==> src/inc/boot_seq_defs.svh <==
// Timing counts, field positions and reset values for the supervisory boot sequencer.
// Assumes a 125 MHz system clock; all counts are derived from times given in ns.
`ifndef BOOT_SEQ_DEFS_SVH
`define BOOT_SEQ_DEFS_SVH

// Clock period in ns
`define CLK_PERIOD_NS            8
// Least time in ns to cycles, rounded up, at least one cycle
`define NS_TO_CYC(ns)            ((((ns) + `CLK_PERIOD_NS - 1) / `CLK_PERIOD_NS) < 1 ? 1 : \
                                  (((ns) + `CLK_PERIOD_NS - 1) / `CLK_PERIOD_NS))

// Thermal deglitch time in ns
`define THERMAL_DEGLITCH_TIME_NS 10000
`define THERMAL_DEGLITCH_CYC     `NS_TO_CYC(`THERMAL_DEGLITCH_TIME_NS)
// Trim settle time in ns
`define TRIM_SETTLE_TIME_NS      1000
`define TRIM_SETTLE_CYC          `NS_TO_CYC(`TRIM_SETTLE_TIME_NS)
// Supply persistence time in ns
`define SUPPLY_PERSIST_TIME_NS   20000
`define SUPPLY_PERSIST_CYC       `NS_TO_CYC(`SUPPLY_PERSIST_TIME_NS)
// Slow timer domain period in ns (100 kHz)
`define SLOW_TICK_PERIOD_NS      10000
`define SLOW_TICK_CYC            `NS_TO_CYC(`SLOW_TICK_PERIOD_NS)

// Width of all timing counters
`define TIMER_W                  12

// Bus address field layout
`define ADDR_W                   7
`define ADDR_OTP_HI              6
`define ADDR_OTP_LO              4
`define ADDR_DBG_HI              3
`define ADDR_DBG_LO              2
`define ADDR_STRAP_HI            1
`define ADDR_STRAP_LO            0
// Address register reset value
`define ADDR_RESET               7'h00

// Pin vector layout for plain synchronised pins
`define PIN_DBG0                 0
`define PIN_DBG1                 1
`define PIN_STRAP0               2
`define PIN_STRAP1               3
`define PIN_BUSPWR               4
`define PIN_N                    5

`endif

==> src/inc/boot_seq_pkg.sv <==
// Types shared by the supervisory boot sequencer files.
// Assumes nothing beyond a SystemVerilog compiler.
package boot_seq_pkg;

  // Boot sequence states
  typedef enum logic [3:0] {
    ST_POR_HOLD,
    ST_SUPPLY_WAIT,
    ST_OTP_LOAD,
    ST_REG_RESET,
    ST_TRIM_LOAD,
    ST_TRIM_SETTLE,
    ST_ADDR_CFG,
    ST_DB_CHECK,
    ST_RUN
  } boot_state_t;

endpackage

==> src/rtl/supervisory_boot_sequencer.sv <==
// Supervisory and boot-entry sequencer: power-on reset, boot step ordering,
// bus address strapping, dead-battery path choice and thermal shutdown.
// Assumes one 125 MHz clock; all pin and analog-comparator levels are asynchronous.
`timescale 1ns/1ns
`default_nettype none
`include "boot_seq_defs.svh"

// Notes on behaviour
// - Central overheat disables functions, halts core
// - Central shutdown ends below threshold minus hysteresis
// - Power-path overheat quickly opens power switches
// - Detector level must persist deglitch time first
// - Both thermal shutdowns interrupt the core
// - Internal reset held until regulator valid
// - Leaving reset clocks core, sends reset interrupt
// - OTP load, register reset, trims, settle, address
// - Address from fuses, debug pins, strap
// - Dead battery: system input bad, bus good
// - Sample bus-power pin only when dead battery
// - Fast domain clocks core and USB PHY
// - Slow domain clocks timers and low-power core
// - Wait supply persistence, then enable thermal protection
module supervisory_boot_sequencer (
  // Clock and reset
  input  wire logic               clk,
  input  wire logic               reset,
  // Supply monitors (asynchronous comparator levels)
  input  wire logic               internal_regulator_out_valid,
  input  wire logic               system_supply_input_valid,
  input  wire logic               bus_supply_valid,
  // Thermal comparators (asynchronous levels)
  input  wire logic               central_above_threshold,
  input  wire logic               central_above_release,
  input  wire logic               powerpath_above_threshold,
  input  wire logic               powerpath_above_release,
  // Strap and selection pins (asynchronous levels)
  input  wire logic [1:0]         debug_control_pins,
  input  wire logic [1:0]         addr_strap_code,
  input  wire logic               bus_power_select_pin,
  // Fuse contents
  input  wire logic [`ADDR_W-1:0] otp_addr,
  input  wire logic               otp_addr_override,
  // Core handshake
  input  wire logic               otp_load_done,
  input  wire logic               core_low_power_req,
  // Reset and clock control
  output logic                    internal_reset,
  output logic                    core_reset_irq,
  output logic                    core_clk_en,
  output logic                    core_clk_sel_slow,
  output logic                    usb_phy_clk_en,
  output logic                    slow_timer_tick,
  // Boot step strobes
  output logic                    otp_load_req,
  output logic                    reg_reset_pulse,
  output logic                    trim_load_pulse,
  output logic                    boot_done,
  // Address and power path
  output logic      [`ADDR_W-1:0] bus_addr,
  output logic                    dead_battery,
  output logic                    bus_power_path_sel,
  output logic                    bus_power_path_en,
  // Thermal protection
  output logic                    thermal_protect_en,
  output logic                    core_halt,
  output logic                    functions_disable,
  output logic                    power_switch_off,
  output logic                    central_thermal_irq,
  output logic                    powerpath_thermal_irq
);

  boot_seq_pkg::boot_state_t state_r;    // Boot step
  boot_seq_pkg::boot_state_t state_nxt;

  logic [`TIMER_W-1:0] step_cnt_r;       // Settle timer
  logic [`TIMER_W-1:0] slow_cnt_r;       // Slow tick divider
  logic                reg_ok_f;         // Filtered regulator valid
  logic                vin_ok_f;         // Filtered system input valid
  logic                vbus_ok_f;        // Filtered bus supply valid
  logic                c_hot_f;          // Central above threshold, deglitched
  logic                c_rel_f;          // Central above release, deglitched
  logic                p_hot_f;          // Power path above threshold, deglitched
  logic                p_rel_f;          // Power path above release, deglitched
  logic [`PIN_N-1:0]   pins_raw;         // Plain pins before sync
  logic [`PIN_N-1:0]   pins_s;           // Plain pins after sync
  logic [`ADDR_W-1:0]  addr_calc;        // Composed address
  logic [`ADDR_W-1:0]  bus_addr_r;       // Latched address
  logic                central_sd_r;     // Central shutdown active
  logic                powerpath_sd_r;   // Power path shutdown active
  logic                thermal_en_r;     // Thermal protection enabled
  logic                dead_r;           // Dead battery detected
  logic                path_sel_r;       // Chosen bus power path
  logic                path_en_r;        // Bus power path enabled
  logic                reset_irq_r;      // Reset interrupt pulse
  logic                c_irq_r;          // Central interrupt pulse
  logic                p_irq_r;          // Power path interrupt pulse
  logic                slow_tick_r;      // Slow domain tick

  // Regulator valid gates internal reset; no persistence beyond sync
  sync_filter #(.HOLD_CYC(12'h001), .RESET_VAL(1'b0)) u_reg_ok (
    .clk       (clk),
    .reset     (reset),
    .raw_in    (internal_regulator_out_valid),
    .level_out (reg_ok_f)
  );

  // Supply persistence filters
  sync_filter #(.HOLD_CYC(`TIMER_W'(`SUPPLY_PERSIST_CYC)), .RESET_VAL(1'b0)) u_vin_ok (
    .clk       (clk),
    .reset     (reset),
    .raw_in    (system_supply_input_valid),
    .level_out (vin_ok_f)
  );
  sync_filter #(.HOLD_CYC(`TIMER_W'(`SUPPLY_PERSIST_CYC)), .RESET_VAL(1'b0)) u_vbus_ok (
    .clk       (clk),
    .reset     (reset),
    .raw_in    (bus_supply_valid),
    .level_out (vbus_ok_f)
  );

  // Thermal deglitch filters, one per comparator
  sync_filter #(.HOLD_CYC(`TIMER_W'(`THERMAL_DEGLITCH_CYC)), .RESET_VAL(1'b0)) u_c_hot (
    .clk       (clk),
    .reset     (reset),
    .raw_in    (central_above_threshold),
    .level_out (c_hot_f)
  );
  sync_filter #(.HOLD_CYC(`TIMER_W'(`THERMAL_DEGLITCH_CYC)), .RESET_VAL(1'b0)) u_c_rel (
    .clk       (clk),
    .reset     (reset),
    .raw_in    (central_above_release),
    .level_out (c_rel_f)
  );
  sync_filter #(.HOLD_CYC(`TIMER_W'(`THERMAL_DEGLITCH_CYC)), .RESET_VAL(1'b0)) u_p_hot (
    .clk       (clk),
    .reset     (reset),
    .raw_in    (powerpath_above_threshold),
    .level_out (p_hot_f)
  );
  sync_filter #(.HOLD_CYC(`TIMER_W'(`THERMAL_DEGLITCH_CYC)), .RESET_VAL(1'b0)) u_p_rel (
    .clk       (clk),
    .reset     (reset),
    .raw_in    (powerpath_above_release),
    .level_out (p_rel_f)
  );

  // Plain pins: two-flop sync plus a one-cycle filter stage
  assign pins_raw = {bus_power_select_pin, addr_strap_code, debug_control_pins};
  genvar gi;
  generate
    for (gi = 0; gi < `PIN_N; gi = gi + 1) begin : g_pin
      sync_filter #(.HOLD_CYC(12'h001), .RESET_VAL(1'b0)) u_pin (
        .clk       (clk),
        .reset     (reset),
        .raw_in    (pins_raw[gi]),
        .level_out (pins_s[gi])
      );
    end
  endgenerate

  // Address from fuse bits, debug pins and strap
  bus_address_calc u_addr (
    .otp_addr           (otp_addr),
    .otp_addr_override  (otp_addr_override),
    .debug_control_pins (pins_s[`PIN_DBG1:`PIN_DBG0]),
    .strap_code         (pins_s[`PIN_STRAP1:`PIN_STRAP0]),
    .bus_addr           (addr_calc)
  );

  // Step decodes
  wire in_por     = (state_r == boot_seq_pkg::ST_POR_HOLD);
  wire settle_end = (step_cnt_r == `TIMER_W'(`TRIM_SETTLE_CYC - 1));
  wire dead_now   = !vin_ok_f && vbus_ok_f;
  wire at_db      = (state_r == boot_seq_pkg::ST_DB_CHECK);
  wire at_addr    = (state_r == boot_seq_pkg::ST_ADDR_CFG);
  wire running    = (state_r == boot_seq_pkg::ST_RUN);

  // Thermal trip and release conditions
  wire c_trip     = thermal_en_r && c_hot_f && !central_sd_r;
  wire c_release  = central_sd_r && !c_rel_f;
  wire p_trip     = thermal_en_r && p_hot_f && !powerpath_sd_r;
  wire p_release  = powerpath_sd_r && !p_rel_f;
  wire slow_wrap  = (slow_cnt_r == `TIMER_W'(`SLOW_TICK_CYC - 1));

  // Boot step order; any loss of regulator valid restarts at reset hold
  always_comb begin
    state_nxt = state_r;
    unique case (state_r)
      boot_seq_pkg::ST_POR_HOLD:    state_nxt = boot_seq_pkg::ST_SUPPLY_WAIT;
      boot_seq_pkg::ST_SUPPLY_WAIT: begin
        // Either supply stable lets boot go on
        if (vin_ok_f || vbus_ok_f) begin
          state_nxt = boot_seq_pkg::ST_OTP_LOAD;
        end
      end
      boot_seq_pkg::ST_OTP_LOAD: begin
        // Core acknowledges the fuse image
        if (otp_load_done) begin
          state_nxt = boot_seq_pkg::ST_REG_RESET;
        end
      end
      boot_seq_pkg::ST_REG_RESET:   state_nxt = boot_seq_pkg::ST_TRIM_LOAD;
      boot_seq_pkg::ST_TRIM_LOAD:   state_nxt = boot_seq_pkg::ST_TRIM_SETTLE;
      boot_seq_pkg::ST_TRIM_SETTLE: begin
        // Trims need time before address pins are trusted
        if (settle_end) begin
          state_nxt = boot_seq_pkg::ST_ADDR_CFG;
        end
      end
      boot_seq_pkg::ST_ADDR_CFG:    state_nxt = boot_seq_pkg::ST_DB_CHECK;
      boot_seq_pkg::ST_DB_CHECK:    state_nxt = boot_seq_pkg::ST_RUN;
      boot_seq_pkg::ST_RUN:         state_nxt = boot_seq_pkg::ST_RUN;
    endcase
    if (!reg_ok_f) begin
      state_nxt = boot_seq_pkg::ST_POR_HOLD;
    end
  end

  // State and settle timer
  always_ff @(posedge clk or posedge reset) begin
    if (reset) begin
      state_r    <= boot_seq_pkg::ST_POR_HOLD;
      step_cnt_r <= 12'h000;
    end else begin
      state_r    <= state_nxt;
      step_cnt_r <= (state_r == boot_seq_pkg::ST_TRIM_SETTLE) ? step_cnt_r + 12'h001 : 12'h000;
    end
  end

  // Reset interrupt fires once as the hold ends
  always_ff @(posedge clk or posedge reset) begin
    if (reset) begin
      reset_irq_r <= 1'b0;
    end else begin
      reset_irq_r <= in_por && reg_ok_f;
    end
  end

  // Address latched once, so later pin reuse cannot move it
  always_ff @(posedge clk or posedge reset) begin
    if (reset) begin
      bus_addr_r <= `ADDR_RESET;
    end else if (at_addr) begin
      bus_addr_r <= addr_calc;
    end
  end

  // Dead-battery decision and power path choice
  always_ff @(posedge clk or posedge reset) begin
    if (reset) begin
      dead_r     <= 1'b0;
      path_sel_r <= 1'b0;
      path_en_r  <= 1'b0;
    end else if (in_por) begin
      dead_r     <= 1'b0;
      path_sel_r <= 1'b0;
      path_en_r  <= 1'b0;
    end else if (at_db) begin
      dead_r     <= dead_now;
      path_sel_r <= dead_now ? pins_s[`PIN_BUSPWR] : 1'b0;
      path_en_r  <= dead_now;
    end
  end

  // Thermal monitoring switches on only after supplies settled
  always_ff @(posedge clk or posedge reset) begin
    if (reset) begin
      thermal_en_r <= 1'b0;
    end else begin
      thermal_en_r <= !in_por && (thermal_en_r || state_r == boot_seq_pkg::ST_OTP_LOAD);
    end
  end

  // Central shutdown: trip above threshold, hold until below release level
  always_ff @(posedge clk or posedge reset) begin
    if (reset) begin
      central_sd_r <= 1'b0;
      c_irq_r      <= 1'b0;
    end else begin
      central_sd_r <= c_trip || (central_sd_r && !c_release);
      c_irq_r      <= c_trip;
    end
  end

  // Power path shutdown runs independently of the central one
  always_ff @(posedge clk or posedge reset) begin
    if (reset) begin
      powerpath_sd_r <= 1'b0;
      p_irq_r        <= 1'b0;
    end else begin
      powerpath_sd_r <= p_trip || (powerpath_sd_r && !p_release);
      p_irq_r        <= p_trip;
    end
  end

  // Slow timer tick, free running out of reset
  always_ff @(posedge clk or posedge reset) begin
    if (reset) begin
      slow_cnt_r  <= 12'h000;
      slow_tick_r <= 1'b0;
    end else begin
      slow_cnt_r  <= slow_wrap ? 12'h000 : slow_cnt_r + 12'h001;
      slow_tick_r <= slow_wrap;
    end
  end

  // Reset and clock controls
  assign internal_reset        = in_por;
  assign core_reset_irq        = reset_irq_r;
  assign core_clk_en           = !in_por && !central_sd_r;
  assign core_clk_sel_slow     = running && core_low_power_req;
  assign usb_phy_clk_en        = core_clk_en && !core_clk_sel_slow;
  assign slow_timer_tick       = slow_tick_r;

  // Boot strobes
  assign otp_load_req          = (state_r == boot_seq_pkg::ST_OTP_LOAD);
  assign reg_reset_pulse       = (state_r == boot_seq_pkg::ST_REG_RESET);
  assign trim_load_pulse       = (state_r == boot_seq_pkg::ST_TRIM_LOAD);
  assign boot_done             = running;

  // Address and power path
  assign bus_addr              = bus_addr_r;
  assign dead_battery          = dead_r;
  assign bus_power_path_sel    = path_sel_r;
  assign bus_power_path_en     = path_en_r && !powerpath_sd_r && !central_sd_r;

  // Thermal outputs
  assign thermal_protect_en    = thermal_en_r;
  assign core_halt             = central_sd_r;
  assign functions_disable     = central_sd_r;
  assign power_switch_off      = powerpath_sd_r || central_sd_r;
  assign central_thermal_irq   = c_irq_r;
  assign powerpath_thermal_irq = p_irq_r;

endmodule

`default_nettype wire

==> src/rtl/sync_filter.sv <==
// Two-flop synchroniser followed by a stability filter.
// Assumes the input is asynchronous to clk; output changes only after the
// synchronised level has held for HOLD_CYC consecutive cycles.
`timescale 1ns/1ns
`default_nettype none
`include "boot_seq_defs.svh"

module sync_filter #(
  parameter logic [`TIMER_W-1:0] HOLD_CYC  = 12'h001,
  parameter logic                RESET_VAL = 1'b0
) (
  // Clock and reset
  input  wire logic clk,
  input  wire logic reset,
  // Raw level and filtered level
  input  wire logic raw_in,
  output logic      level_out
);

  logic                meta_r;   // First stage, read only by sync_r
  logic                sync_r;   // Second stage
  logic [`TIMER_W-1:0] cnt_r;    // Cycles the new level has held
  logic                level_r;  // Filtered level

  wire                 differs   = (sync_r != level_r);
  wire                 hold_done = differs && (cnt_r == HOLD_CYC - 12'h001);
  wire [`TIMER_W-1:0]  cnt_nxt   = (differs && !hold_done) ? cnt_r + 12'h001 : 12'h000;

  // Synchroniser stages
  always_ff @(posedge clk or posedge reset) begin
    if (reset) begin
      meta_r <= 1'b0;
      sync_r <= 1'b0;
    end else begin
      meta_r <= raw_in;
      sync_r <= meta_r;
    end
  end

  // Short excursions restart the count and are dropped
  always_ff @(posedge clk or posedge reset) begin
    if (reset) begin
      cnt_r   <= 12'h000;
      level_r <= RESET_VAL;
    end else begin
      cnt_r   <= cnt_nxt;
      level_r <= hold_done ? sync_r : level_r;
    end
  end

  assign level_out = level_r;

endmodule

`default_nettype wire

==> src/rtl/bus_address_calc.sv <==
// Composes the two-wire bus address from fuse bits, debug pins and strap code.
// Assumes all inputs are already synchronised to the caller's clock.
`timescale 1ns/1ns
`default_nettype none
`include "boot_seq_defs.svh"

module bus_address_calc (
  // Address sources
  input  wire logic [`ADDR_W-1:0] otp_addr,
  input  wire logic               otp_addr_override,
  input  wire logic [1:0]         debug_control_pins,
  input  wire logic [1:0]         strap_code,
  // Composed address
  output logic      [`ADDR_W-1:0] bus_addr
);

  // Pin-derived address keeps the fuse high bits
  wire [`ADDR_W-1:0] pin_addr = {otp_addr[`ADDR_OTP_HI:`ADDR_OTP_LO], debug_control_pins, strap_code};

  // Full fuse override lets one part ignore the board straps
  assign bus_addr = otp_addr_override ? otp_addr : pin_addr;

endmodule

`default_nettype wire

==> config.mk <==
export PLATFORM = sky130hd
export DESIGN_NAME = supervisory_boot_sequencer
export DESIGN_NICKNAME = d
export VERILOG_FILES = /design/src/inc/boot_seq_pkg.sv /design/src/rtl/supervisory_boot_sequencer.sv /design/src/rtl/sync_filter.sv /design/src/rtl/bus_address_calc.sv
export VERILOG_INCLUDE_DIRS = /design/src /design/src/inc
export SDC_FILE = /design/constraint.sdc
export NUM_CORES = 1
export LEC_CHECK = 0
export ABC_AREA = 1
export BUFFER_PORTS_ARGS = -buffer_cell sky130_fd_sc_hd__buf_2
export CORE_MARGIN = 2
export CORE_UTILIZATION = 35
export CTS_CLUSTER_DIAMETER = 100
export DETAILED_ROUTE_END_ITERATION = 6
export GPL_TIMING_DRIVEN = 0
export PLACE_DENSITY = 0.59
export SYNTH_ARGS = -nofsm -noshare
export SYNTH_HDL_FRONTEND = slang
export SYNTH_SLANG_ARGS = --single-unit
==> constraint.sdc <==
create_clock -name clk -period 15.4 [get_ports clk]
set_input_delay 4.62 -clock clk [delete_from_list [all_inputs] [get_ports clk]]
set_output_delay 4.62 -clock clk [all_outputs]
set_load 0.02 [all_outputs]
After elaboration in Yosys (flattened, before gate mapping)
Index checks and enable logic that the tools add are counted.

storage, ports and cells
  register bits = 224
  input port bits = 24
  output and inout port bits = 26
  logic and storage cells = 207

operators by class
  add/sub/neg operators = 14
  equality and inequality tests = 31
  muxes and demuxes = 25
  reductions and logical operators = 76

operators with widths
  kind                                              number
  adder 12 x 1 -> 12 bit (second input constant)    14
  2-to-1 mux 12 bit                                 14
  logical NOT 12 bit                                6
  == test 12 x 11 -> 1 bit (second input constant)  5
  logical AND 1 bit                                 40
  case mux 4 bit (8 select lines)                   1
  == test 12 bit (second input constant)            2
  logical NOT 1 bit                                 21
  2-to-1 mux 4 bit                                  5
  == test 4 x 3 -> 1 bit (second input constant)    4
  == test 12 x 7 -> 1 bit (second input constant)   1
  != test 1 bit                                     12
  != test 3 bit (second input constant)             3
  == test 4 x 2 -> 1 bit (second input constant)    2
  logical OR 1 bit                                  5
  2-to-1 mux 1 bit                                  5
  == test 4 x 1 -> 1 bit (second input constant)    1
  == test 4 bit (second input constant)             1
  logical NOT 4 bit                                 1
  AND reduction 3 bit                               1
  nonzero test 2 bit                                1
  OR reduction 2 bit                                1

Depth between registers and ports, before layout
Gate-level depths: netlist (run 1).

  word-level depth = 5
  depth in mapped cells = 9

By module
A second synthesis (run 1) with hierarchy kept.

second synthesis, totals
  cells, all modules = 1452
  area, all modules = 11752.5 sq um

modules (own cells, without submodules)
  module                            times used  cells an instance  area each (sq um)  sequential area each (sq um)
  sync_filter (g_pin[0].u_pin ...)  5           101                789.5              375.4
  sync_filter (u_c_hot ...)         4           93                 798.3              375.4
  supervisory_boot_sequencer        1           268                2152.1             1101.1
  sync_filter (u_vbus_ok ...)       2           94                 795.8              375.4
  sync_filter (g_pin[3].u_pin)      1           103                797.0              375.4
  bus_address_calc                  1           16                 71.3               0.0

Worst setup path before layout (run 1)
No wires, ideal clock.

  path type = input to output
  from = input core_low_power_req
  to = output usb_phy_clk_en
  arrival = 5.234 ns
  required time = 10.780 ns
  path slack = 5.546 ns
  stages on the path = 3
  buffers on the path = 0
  cells stage by stage = inv_1 -> nor2_1 -> nor3_1

on the way
  longest elaborated chain between the ends = 3

RTL lines
  element                RTL line                           RTL
  from (decl)            supervisory_boot_sequencer.sv:45   input wire logic core_low_power_req,
  logical AND 1 bit      supervisory_boot_sequencer.sv:311  assign core_clk_sel_slow = running && core_low_power_req;
  net core_clk_sel_slow  supervisory_boot_sequencer.sv:50   output logic core_clk_sel_slow,
  logical NOT 1 bit      supervisory_boot_sequencer.sv:312  assign usb_phy_clk_en = core_clk_en && !core_clk_sel_slow;
  logical AND 1 bit      supervisory_boot_sequencer.sv:312
  to (decl)              supervisory_boot_sequencer.sv:51   output logic usb_phy_clk_en,

The timed path passes the listed nets, and every way through them passes these cells.

Worst setup path after layout (run 1)
  from = input core_low_power_req
  to = output usb_phy_clk_en

on the way
  longest elaborated chain between the ends = 3

RTL lines
  element            RTL line
  logical AND 1 bit  supervisory_boot_sequencer.sv:311
  logical NOT 1 bit  supervisory_boot_sequencer.sv:312
  logical AND 1 bit  supervisory_boot_sequencer.sv:312

Every way passes these cells.

==> results_dict.tcl, run 1 <==
set metrics [dict create \
    cts_root_buf "clkbuf_16" \
    share_of_the_clock_period_used_by_the_worst_path_pct 63.1 \
    number_of_gates_resized_after_cts 0 \
    max_freq_ghz 0.103 \
    power.sequential.fraction_pct 46.0 \
    cts.hold.buffers_added 0 \
    reg2reg_slack_ns 13.89 \
    dieArea_um2 32200 \
    seq_area_frac_synth_pct 52.1 \
    area_of_the_core_um2 30400 \
    wl_um 19200 \
    place_area_um2 11500 \
    finalSetupViolations 0 \
    drc 0 \
    async_flop_share_pct 100 \
    worst_ep_required_time_ns 10.78 \
    dp_cells 1742 \
    leakage_nw 5.82 \
    arrival_ns 5.10 \
    syn-instance-count 1296 \
    crit_path_end_kind "primary output" \
    vias 7988 \
    htree_levels 1 \
    firstDrtPassIters 5 \
    timing.setup.critical_path_class "primary input to primary output" \
    nNetsFinal 1423 \
    grt_usage_pct 12.7 \
    run_status "finished, final reports clean" \
    switching_power_mw 0.327 \
    clock_sinks 224 \
    finalInstanceArea_um2 12400 \
    grt_antenna_before_repair 0 \
    drive_above_1_share_pct 9.42 \
    synth-main-ff-cell "dfrtp_1" \
    vias_per_cell 4.47 \
    finalHoldViolations 0 \
    vdd_ir_drop_max_mv 0.105 \
    synth.yosys.warnings 0 \
    grt_setup_unrepaired "no" \
    launching_point_of_the_worst_reg2reg_path "u_reg_ok.cnt_r[0]" \
    crit_start "core_low_power_req" \
    period_minus_slack_ns 9.72 \
    ys_seq_elements 224 \
    power.internal_mw 1.04 \
    cap_violations 0 \
    first_global_vias 7995 \
    syn_area_per_cell_um2 8.30 \
    io_buffer_count 49 \
    synth_edf_count 0 \
    die_h_um 179 \
    synth.cell_area_um2 10800 \
    place.gp.congestion 0.824 \
    clk_pin_slew_ns 0.05 \
    first_pass_grt_wire_length_um 35000 \
    final.hold.worst_slack_ns 0.345 \
    ant_nets 0 \
    cts_max_path_buffers 3 \
    post-cts-setup-buffers 0 \
    critPathLaunchType "primary input" \
    synthDistinctLibCells 32 \
    numCtsBuffers 25 \
    drt_iter0_markers 350 \
    final-max-slew-violation-count 0 \
    setup_total_negative_slack_ns 0 \
    relSlewSlack_pct 48.0 \
    hold_class "register to register" \
    clkLatencyLatePin_ns 0.51 \
    tightestPinTransition_ns 0.780 \
    skew_ns 0.0105 \
    ioPinCount 50 \
    hpwlAfterDp_um 13300 \
    placementRows 64 \
    area_growth_syn_to_layout_pct 15.2 \
    route.detailed.wl_per_inst_um 10.7 \
    synth.net_count 1346 \
    final_instance_count_without_filler_cells 1787 \
    pwr-share-comb_pct 8.6 \
    hold_start "u_reg_ok.meta_r" \
    power.switching_fraction_pct 24.0 \
    globalRoute.totalOverflow 0 \
    tritoncts "yes" \
    initial_core_util_pct 35.4 \
    share_clk_of_total_power_pct 45.4 \
    grt_start_max_net_pins 114 \
    n_fill_cell 3072 \
    power_density_nw_per_um2 110 \
    insertedDiodeCount 0 \
    critical_path_peak_fanout 2 \
    die_w_um 179 \
]
[metal layers]
| metal | share of wire (%) | GRT usage, % |
|---|---|---|
| met5 | 0 | 0 |
| met4 | 1.9 | 3.16 |
| met3 | 3.6 | 2.13 |
| met2 | 45 | 21.4 |
| met1 | 50 | 17.1 |
[worst max-delay path: stages]
cell,delay (ns)
buf_2,0.10
inv_1,0.04
nor2_1,0.04
nor3_1,0.11
buf_2,0.18
[power by group through the flow]
stage	Clock, mW	Sequential (mW)	Combinational (mW)
4_1_cts	0.643	0.627	0.120
2_1_floorplan	0	0.648	0.0677
3_5_place_dp	0	0.637	0.120
6_report	0.618	0.627	0.117
5_1_grt	0.664	0.630	0.135
3_3_place_gp	0	0.637	0.117
[sequential cells by signal, indices dropped and copies added, names as in the netlist, 4 cells and up]
name,count
u_p_rel.cnt_r,12
step_cnt_r,12
g_pin.u_pin.meta_r,5
u_c_rel.cnt_r,12
u_c_hot.cnt_r,12
slow_cnt_r,12
u_reg_ok.cnt_r,12
u_vin_ok.cnt_r,12
g_pin.u_pin.cnt_r,60
bus_addr,7
u_p_hot.cnt_r,12
g_pin.u_pin.level_out,5
u_vbus_ok.cnt_r,12
state_r,4
g_pin.u_pin.sync_r,5
[through the flow]
| step | total power [mW] | worst slack (ns) | utilization (%) |
|---|---|---|---|
| finish | 1.36 | 5.68 | 40.8 |
| global route | 1.43 | 5.61 | 40.8 |
| CTS | 1.39 | 5.68 | 40.8 |
| detailed placement | 0.757 | 5.68 | 37.9 |
| global placement | 0.753 | 2.02 | 37.8 |
| floorplan | 0.716 | 4.65 | - |
[cells by family after synthesis]
family	share of synthesized area, %
AND/OR/NAND/NOR	27.1
flip-flops	52.1
buffers and inverters	6.71
AO/OA/AOI/OAI	4.37
XOR/XNOR	6.67
adder cells (fa/ha/maj)	3.02
[cell usage in the layout (no fill, tap or decap), types with 4 or more instances in the layout]
cell type	Yosys	layout
a21oi_1	14	14
a31oi_1	5	5
buf_2	4	53
buf_4	5	5
bufinv_16	0	4
clkbuf_1	0	4
clkbuf_16	0	25
clkbuf_8	0	5
clkinv_2	0	7
dfrtp_1	224	224
ha_1	26	26
inv_1	176	175
nand2_1	248	248
nand2_2	9	9
nand3_1	93	93
nand4_1	16	16
nor2_1	272	272
nor2_2	10	10
nor3_1	29	29
o21ai_0	51	51
o21bai_1	9	9
xnor2_1	13	13
xor2_1	69	69
[cell usage after synthesis, types with 5 or more instances]
cell type  count  share of area, %
nor2_1       272               9.5
nand2_1      248               8.7
dfrtp_1      224                52
inv_1        176               6.1
nand3_1       93               4.3
xor2_1        69               5.6
o21ai_0       51               2.4
nor3_1        29               1.3
ha_1          26               3.0
nand4_1       16              0.93
a21oi_1       14              0.65
xnor2_1       13               1.1
nor2_2        10              0.58
nand2_2        9              0.52
o21bai_1       9              0.63
a31oi_1        5              0.29
buf_4          5              0.35
[cell type report]
type / count / area [um2] / share of cell area (%)
multi-input combinational: 886 / 4430 / 35.7
tap: 396 / 495 / 4.00
sequential: 224 / 5610 / 45.2
timing repair buffer: 50 / 273 / 2.20
inverter: 177 / 672 / 5.42
clock buffer: 34 / 709 / 5.72
buffer: 9 / 57.6 / 0.464
clock inverter: 11 / 155 / 1.25
[final timing paths]
path                                              end  cells after the start
worst max-delay path                   usb_phy_clk_en                      5
worst min-delay path                  u_reg_ok.sync_r                      0
worst max register to register      u_reg_ok.cnt_r[9]                      7
worst min register to register        u_reg_ok.sync_r                      0
max in group asynchronous             u_reg_ok.sync_r                      3
min in group asynchronous       g_pin[3].u_pin.meta_r                      2
Power figures use the tool's default switching activity.
==> run 2: changes to the inputs <==
- ABC_AREA: 1 -> 0
- clock period: 15.4 -> 9.2 ns (I/O delays scaled with it)
==> run 2 against run 1 <==
Compared with the run above:
- combinational power fell by 52%
- clock skew rose by 0.010 ns
- total power rose by 73%
- synthesized area fell by 5.5%
- largest power group is now clock
- sequential share of layout area rose by 1.4 points
- final cell count fell by 19%
- largest cell class unchanged
- cell area fell by 2.9%
==> results_dict.tcl, run 2 <==
set metrics [dict create \
    setup_total_negative_slack_ns 0 \
    route.detailed.wl_per_inst_um 12.4 \
    synth_edf_count 0 \
    skew_ns 0.0205 \
    ioPinCount 50 \
    ys_seq_elements 224 \
    run_status "finished, final reports clean" \
    launching_point_of_the_worst_reg2reg_path "state_r[2]" \
    vdd_ir_drop_max_mv 0.153 \
    critical_path_peak_fanout 2 \
    grt_setup_unrepaired "no" \
    vias_per_cell 4.72 \
    drive_above_1_share_pct 12.1 \
    synth.yosys.warnings 0 \
    clock_sinks 224 \
    synth_top_cells_by_count "dfrtp_1, nor2_1, xnor2_1" \
    largest_register "g_pin.u_pin.cnt_r" \
    syn_area_per_cell_um2 10.5 \
    share_of_the_clock_period_used_by_the_worst_path_pct 65.8 \
    io_buffer_count 48 \
    number_of_gates_resized_after_cts 0 \
    yosys.area.top_type_share_pct 55.1 \
    clkLatencyLatePin_ns 0.54 \
    power_density_nw_per_um2 196 \
    crit-reg2reg-capture "bus_addr[4]" \
    dp_cells 1403 \
    mostFrequentLayoutCell "dfrtp_1" \
    post-synth-top-area-cell "dfrtp_1" \
    nNetsFinal 1098 \
    synth.cell_area_um2 10200 \
    hold_start "u_vbus_ok.meta_r" \
    drt_iter0_markers 236 \
    share_clk_of_total_power_pct 54.6 \
    placementRows 62 \
    htree_levels 1 \
    final-max-slew-violation-count 0 \
    final_instance_count_without_filler_cells 1453 \
    dieArea_um2 30400 \
    leakage_nw 5.17 \
    async_flop_share_pct 100 \
    insertedDiodeCount 0 \
    n_fill_cell 2760 \
    cap_violations 0 \
    die_w_um 174 \
    globalRoute.totalOverflow 0 \
    timing.setup.critical_path_class "primary input to primary output" \
    cts_root_buf "clkbuf_16" \
    initial_core_util_pct 35.5 \
    finalHoldViolations 0 \
    post-cts-setup-buffers 0 \
    number_of_flip_flops_in_the_largest_register 60 \
    syn-instance-count 970 \
    first_pass_grt_wire_length_um 32400 \
    max_freq_ghz 0.165 \
    worstHoldEndpoint "u_vbus_ok.sync_r" \
    crit_path_end_kind "primary output" \
    final_cell_mix "dfrtp_1, nor2_1, xnor2_1" \
    critPathLaunchType "primary input" \
    grt_antenna_before_repair 0 \
    synth-main-ff-cell "dfrtp_1" \
    reg2reg_depth 5 \
    seq_area_frac_synth_pct 55.1 \
    pwr-share-comb_pct 2.4 \
    clk_pin_slew_ns 0.06 \
    hold_class "register to register" \
    reg2reg_slack_ns 7.06 \
    cts_max_path_buffers 3 \
    worst_ep_required_time_ns 6.44 \
    arrival_ns 3.29 \
    yosys.cell_count.top_type "dfrtp_1" \
    wl_um 18000 \
    tightestPinTransition_ns 0.819 \
    hpwlAfterDp_um 11700 \
    area_growth_syn_to_layout_pct 18.3 \
    period_minus_slack_ns 6.05 \
    power.switching_fraction_pct 20.0 \
    grt_start_max_net_pins 115 \
    die_h_um 174 \
    drc 0 \
    switching_power_mw 0.471 \
    cell_types_occupying_the_most_area_after_synthesis "dfrtp_1, xnor2_1, nor2_1" \
    synthDistinctLibCells 41 \
    tritoncts "yes" \
    synth.net_count 1020 \
    first_global_vias 6817 \
    power.sequential.fraction_pct 43.0 \
    numCtsBuffers 27 \
    vias 6852 \
    grt_usage_pct 12.4 \
    finalSetupViolations 0 \
    cts.hold.buffers_added 0 \
    ant_nets 0 \
    area_of_the_core_um2 28600 \
    power.internal_mw 1.88 \
    hold_path_depth 0 \
    firstDrtPassIters 4 \
    relSlewSlack_pct 44.9 \
    place.gp.congestion 0.791 \
]
==> run 2: changes by cell type after synthesis, sizes merged, moves of 9 or more <==
cell	previous run	this run
nor2	285	192
nand3	94	57
nand4	16	37
nand2	258	63
a21oi	14	5
xnor2	13	84
inv	176	32
and3	0	22
o21bai	9	0
and4	0	11
clkbuf	0	13
o21ai	53	1
mux2	0	15
nor4	0	30
==> run 2: worst max-delay path by stage <==
stage / from / depth (start not counted) / end
2_1_floorplan: reset / 1 / bus_addr[0]
3_3_place_gp: reset / 2 / u_c_rel.cnt_r[6]
3_5_place_dp: core_low_power_req / 4 / usb_phy_clk_en
4_1_cts: core_low_power_req / 4 / usb_phy_clk_en
5_1_grt: core_low_power_req / 4 / usb_phy_clk_en
6_report: core_low_power_req / 4 / usb_phy_clk_en
==> run 2: final cells by class <==
type | instances | area [um2] | share of cell area (%)
plain buffers | 20 | 97.6 | 0.811
multi-input cells | 694 | 4350 | 36.2
well taps | 384 | 480 | 3.99
repair buffers | 49 | 268 | 2.22
inverters | 32 | 128 | 1.06
clock inverters | 17 | 345 | 2.87
flip-flops and latches | 224 | 5610 | 46.6
clock buffers | 33 | 758 | 6.30
==> run 2: logic make-up (layout without fill, tap and decap cells) <==
family          Yosys count  after routing  synth area share [%]
buf+inv                  52            151                  2.14
compound gates           13             13                 0.800
xor+xnor                151            151                  13.0
simple gates            483            483                  23.3
flops                   224            224                  55.1
fa+ha+maj                26             26                  3.20
mux                      21             21                  2.40
==> run 2: through the flow <==
step / util (%) / cell area [um2] / setup WS, ns / hold slack, ns / power [mW]
2_1_floorplan: - / 10200 / 0.306 / 0.331 / 1.07
3_3_place_gp: 38.0 / 10900 / -2.47 / 0.332 / 1.09
3_5_place_dp: 38.2 / 10900 / 3.15 / 0.336 / 1.09
4_1_cts: 42.0 / 12000 / 3.15 / 0.347 / 2.40
5_1_grt: 42.0 / 12000 / 3.09 / 0.355 / 2.45
6_report: 42.0 / 12000 / 3.15 / 0.342 / 2.35
==> run 2: per-layer routing <==
| layer | GRT usage, % | vias to the layer above | part of all wire (%) |
|---|---|---|---|
| li1 | - | 3447 | - |
| met5 | 0 | - | 0 |
| met2 | 20.2 | 72 | 46 |
| met3 | 2.38 | 24 | 3.4 |
| met4 | 3.19 | 0 | 2.2 |
| met1 | 17.1 | 3309 | 48 |
==> run 2: worst max-delay path, stage by stage <==
cell,delay [ns]
buf_2,0.09
and2_1,0.14
nor3_1,0.12
buf_2,0.19
==> run 2: power by group through the flow <==
stage	Clock [mW]	Combinational, mW	Sequential, mW
6_report	1.29	0.0567	1.01
5_1_grt	1.37	0.0670	1.01
2_1_floorplan	0	0.0399	1.03
3_5_place_dp	0	0.0596	1.03
3_3_place_gp	0	0.0573	1.03
4_1_cts	1.33	0.0597	1.01
==> run 3: changes to the inputs <==
- PLACE_DENSITY: 0.59 -> 0.61
- clock period: 9.2 -> 5.35 ns (I/O delays scaled with it)
==> run 3 against run 2 <==
Compared with the run above:
- sequential power increased by 72%
- clock skew shrank 0.0017 ns
- final cell count rose by 0.21%
- worst setup slack worse by 1.6 ns
- hold slack gained 0.0038 ns
- first-iteration DRC count is 50% higher
- non-clock buffer count rose by 5
- critical path depth grew 1
- sequential share of layout area is 0.55 points higher
==> results_dict.tcl, run 3 (same netlist as run 2, synthesis figures left out) <==
set metrics [dict create \
    run_status "finished, final reports clean" \
    globalRoute.totalOverflow 0 \
    dp_cells 1408 \
    wl_um 18000 \
    worstHoldEndpoint "u_p_rel.sync_r" \
    first_pass_grt_wire_length_um 31700 \
    cap_violations 0 \
    hold_path_depth 0 \
    clkLatencyLatePin_ns 0.54 \
    grt_start_max_net_pins 43 \
    share_of_the_clock_period_used_by_the_worst_path_pct 70.6 \
    area_of_the_core_um2 28600 \
    arrival_ns 2.17 \
    nNetsFinal 1103 \
    relSlewSlack_pct 41.8 \
    clk_pin_slew_ns 0.06 \
    timing.setup.critical_path_class "register to primary output" \
    critPathLaunchType "register" \
    number_of_gates_resized_after_cts 0 \
    placement_stage_worst_setup_slack_ns 1.60 \
    launching_point_of_the_worst_reg2reg_path "state_r[2]" \
    vdd_ir_drop_max_mv 0.225 \
    cts_root_buf "clkbuf_16" \
    route.detailed.wl_per_inst_um 12.3 \
    placementRows 62 \
    worst_ep_required_time_ns 3.74 \
    dieArea_um2 30400 \
    grt_setup_unrepaired "no" \
    finalHoldViolations 0 \
    ioPinCount 50 \
    crit-reg2reg-capture "bus_addr[4]" \
    hpwlAfterDp_um 12200 \
    hold_class "register to register" \
    reg2reg_slack_ns 3.16 \
    area_growth_syn_to_layout_pct 17.0 \
    die_h_um 174 \
    clock_sinks 224 \
    firstDrtPassIters 6 \
    first_global_vias 6869 \
    drc 0 \
    place.gp.congestion 0.813 \
    io_buffer_count 48 \
    drive_above_1_share_pct 11.5 \
    period_minus_slack_ns 3.78 \
    layout_setup_ws_ns 1.57 \
    skew_ns 0.0188 \
    cts_max_path_buffers 3 \
    number_of_flip_flops_in_the_largest_register 60 \
    crit_path_end_kind "primary output" \
    hold_start "u_p_rel.meta_r" \
    post-cts-setup-buffers 0 \
    max_freq_ghz 0.265 \
    drt_iter0_markers 355 \
    finalSetupViolations 0 \
    initial_core_util_pct 35.5 \
    final_instance_count_without_filler_cells 1456 \
    critical_path_peak_fanout 10 \
    tightestPinTransition_ns 0.866 \
    vias 6815 \
    numCtsBuffers 27 \
    ant_nets 0 \
    htree_levels 1 \
    final_cell_mix "dfrtp_1, nor2_1, xnor2_1" \
    grt_antenna_before_repair 1 \
    die_w_um 174 \
    tritoncts "yes" \
    vias_per_cell 4.68 \
    insertedDiodeCount 0 \
    reg2reg_depth 5 \
    largest_register "g_pin.u_pin.cnt_r" \
    grt_usage_pct 12.1 \
    power_density_nw_per_um2 307 \
    final-max-slew-violation-count 0 \
    mostFrequentLayoutCell "dfrtp_1" \
    leakage_nw 5.10 \
    cts.hold.buffers_added 0 \
]
-- run 3: layout make-up --
| cell class | instances | area (um2) |
|---|---|---|
| fillers | 2806 | 16700 |
| flip-flops and latches | 224 | 5610 |
| multi-input cells | 694 | 4350 |
| clock buffers | 39 | 751 |
| well taps | 384 | 480 |
| repair buffers | 54 | 360 |
| clock inverters | 9 | 124 |
| inverters | 32 | 124 |
| plain buffers | 20 | 97.6 |
-- run 3: worst max path at each step --
stage                             from                      end  cells after the start
finish                      state_r[3]           usb_phy_clk_en                      5
global route                state_r[3]           usb_phy_clk_en                      5
CTS                         state_r[3]              core_clk_en                      4
detailed placement  core_low_power_req           usb_phy_clk_en                      4
global placement                 reset  g_pin[4].u_pin.cnt_r[2]                      2
floorplan                        reset              bus_addr[0]                      1
-- run 3: metal layers --
layer  track usage [%]  routed length (um)  vias up
met3              2.30                 569       28
met4              3.40                 414        0
met5                 0                   0        -
li1                  -                   -     3442
met1              16.3                8810     3285
met2              19.9                8160       60
-- run 3: power breakdown --
part | total [mW] | internal [mW] | switching (mW)
Sequential | 1.74 | 1.72 | 0.0209
Combinational | 0.106 | 0.0393 | 0.0664
Clock | 1.80 | 1.11 | 0.691
-- run 3: stage by stage --
stage	util (%)	cell area, um2	power [mW]	hold slack, ns	TNS, ns
finish	41.6	11900	3.65	0.346	0
CTS	41.6	11900	3.73	0.347	0
detailed placement	38.5	11000	1.88	0.335	0
global placement	38.1	10900	1.87	0.333	-139.23
floorplan	-	10200	1.83	0.331	0
global route	41.6	11900	3.81	0.353	0
-- run 3: critical path, stage by stage (launching register included) --
cell,delay (ns)
dfrtp_1,0.32
clkbuf_1,0.30
nor4b_1,0.55
and2_1,0.23
nor3_1,0.05
buf_2,0.20
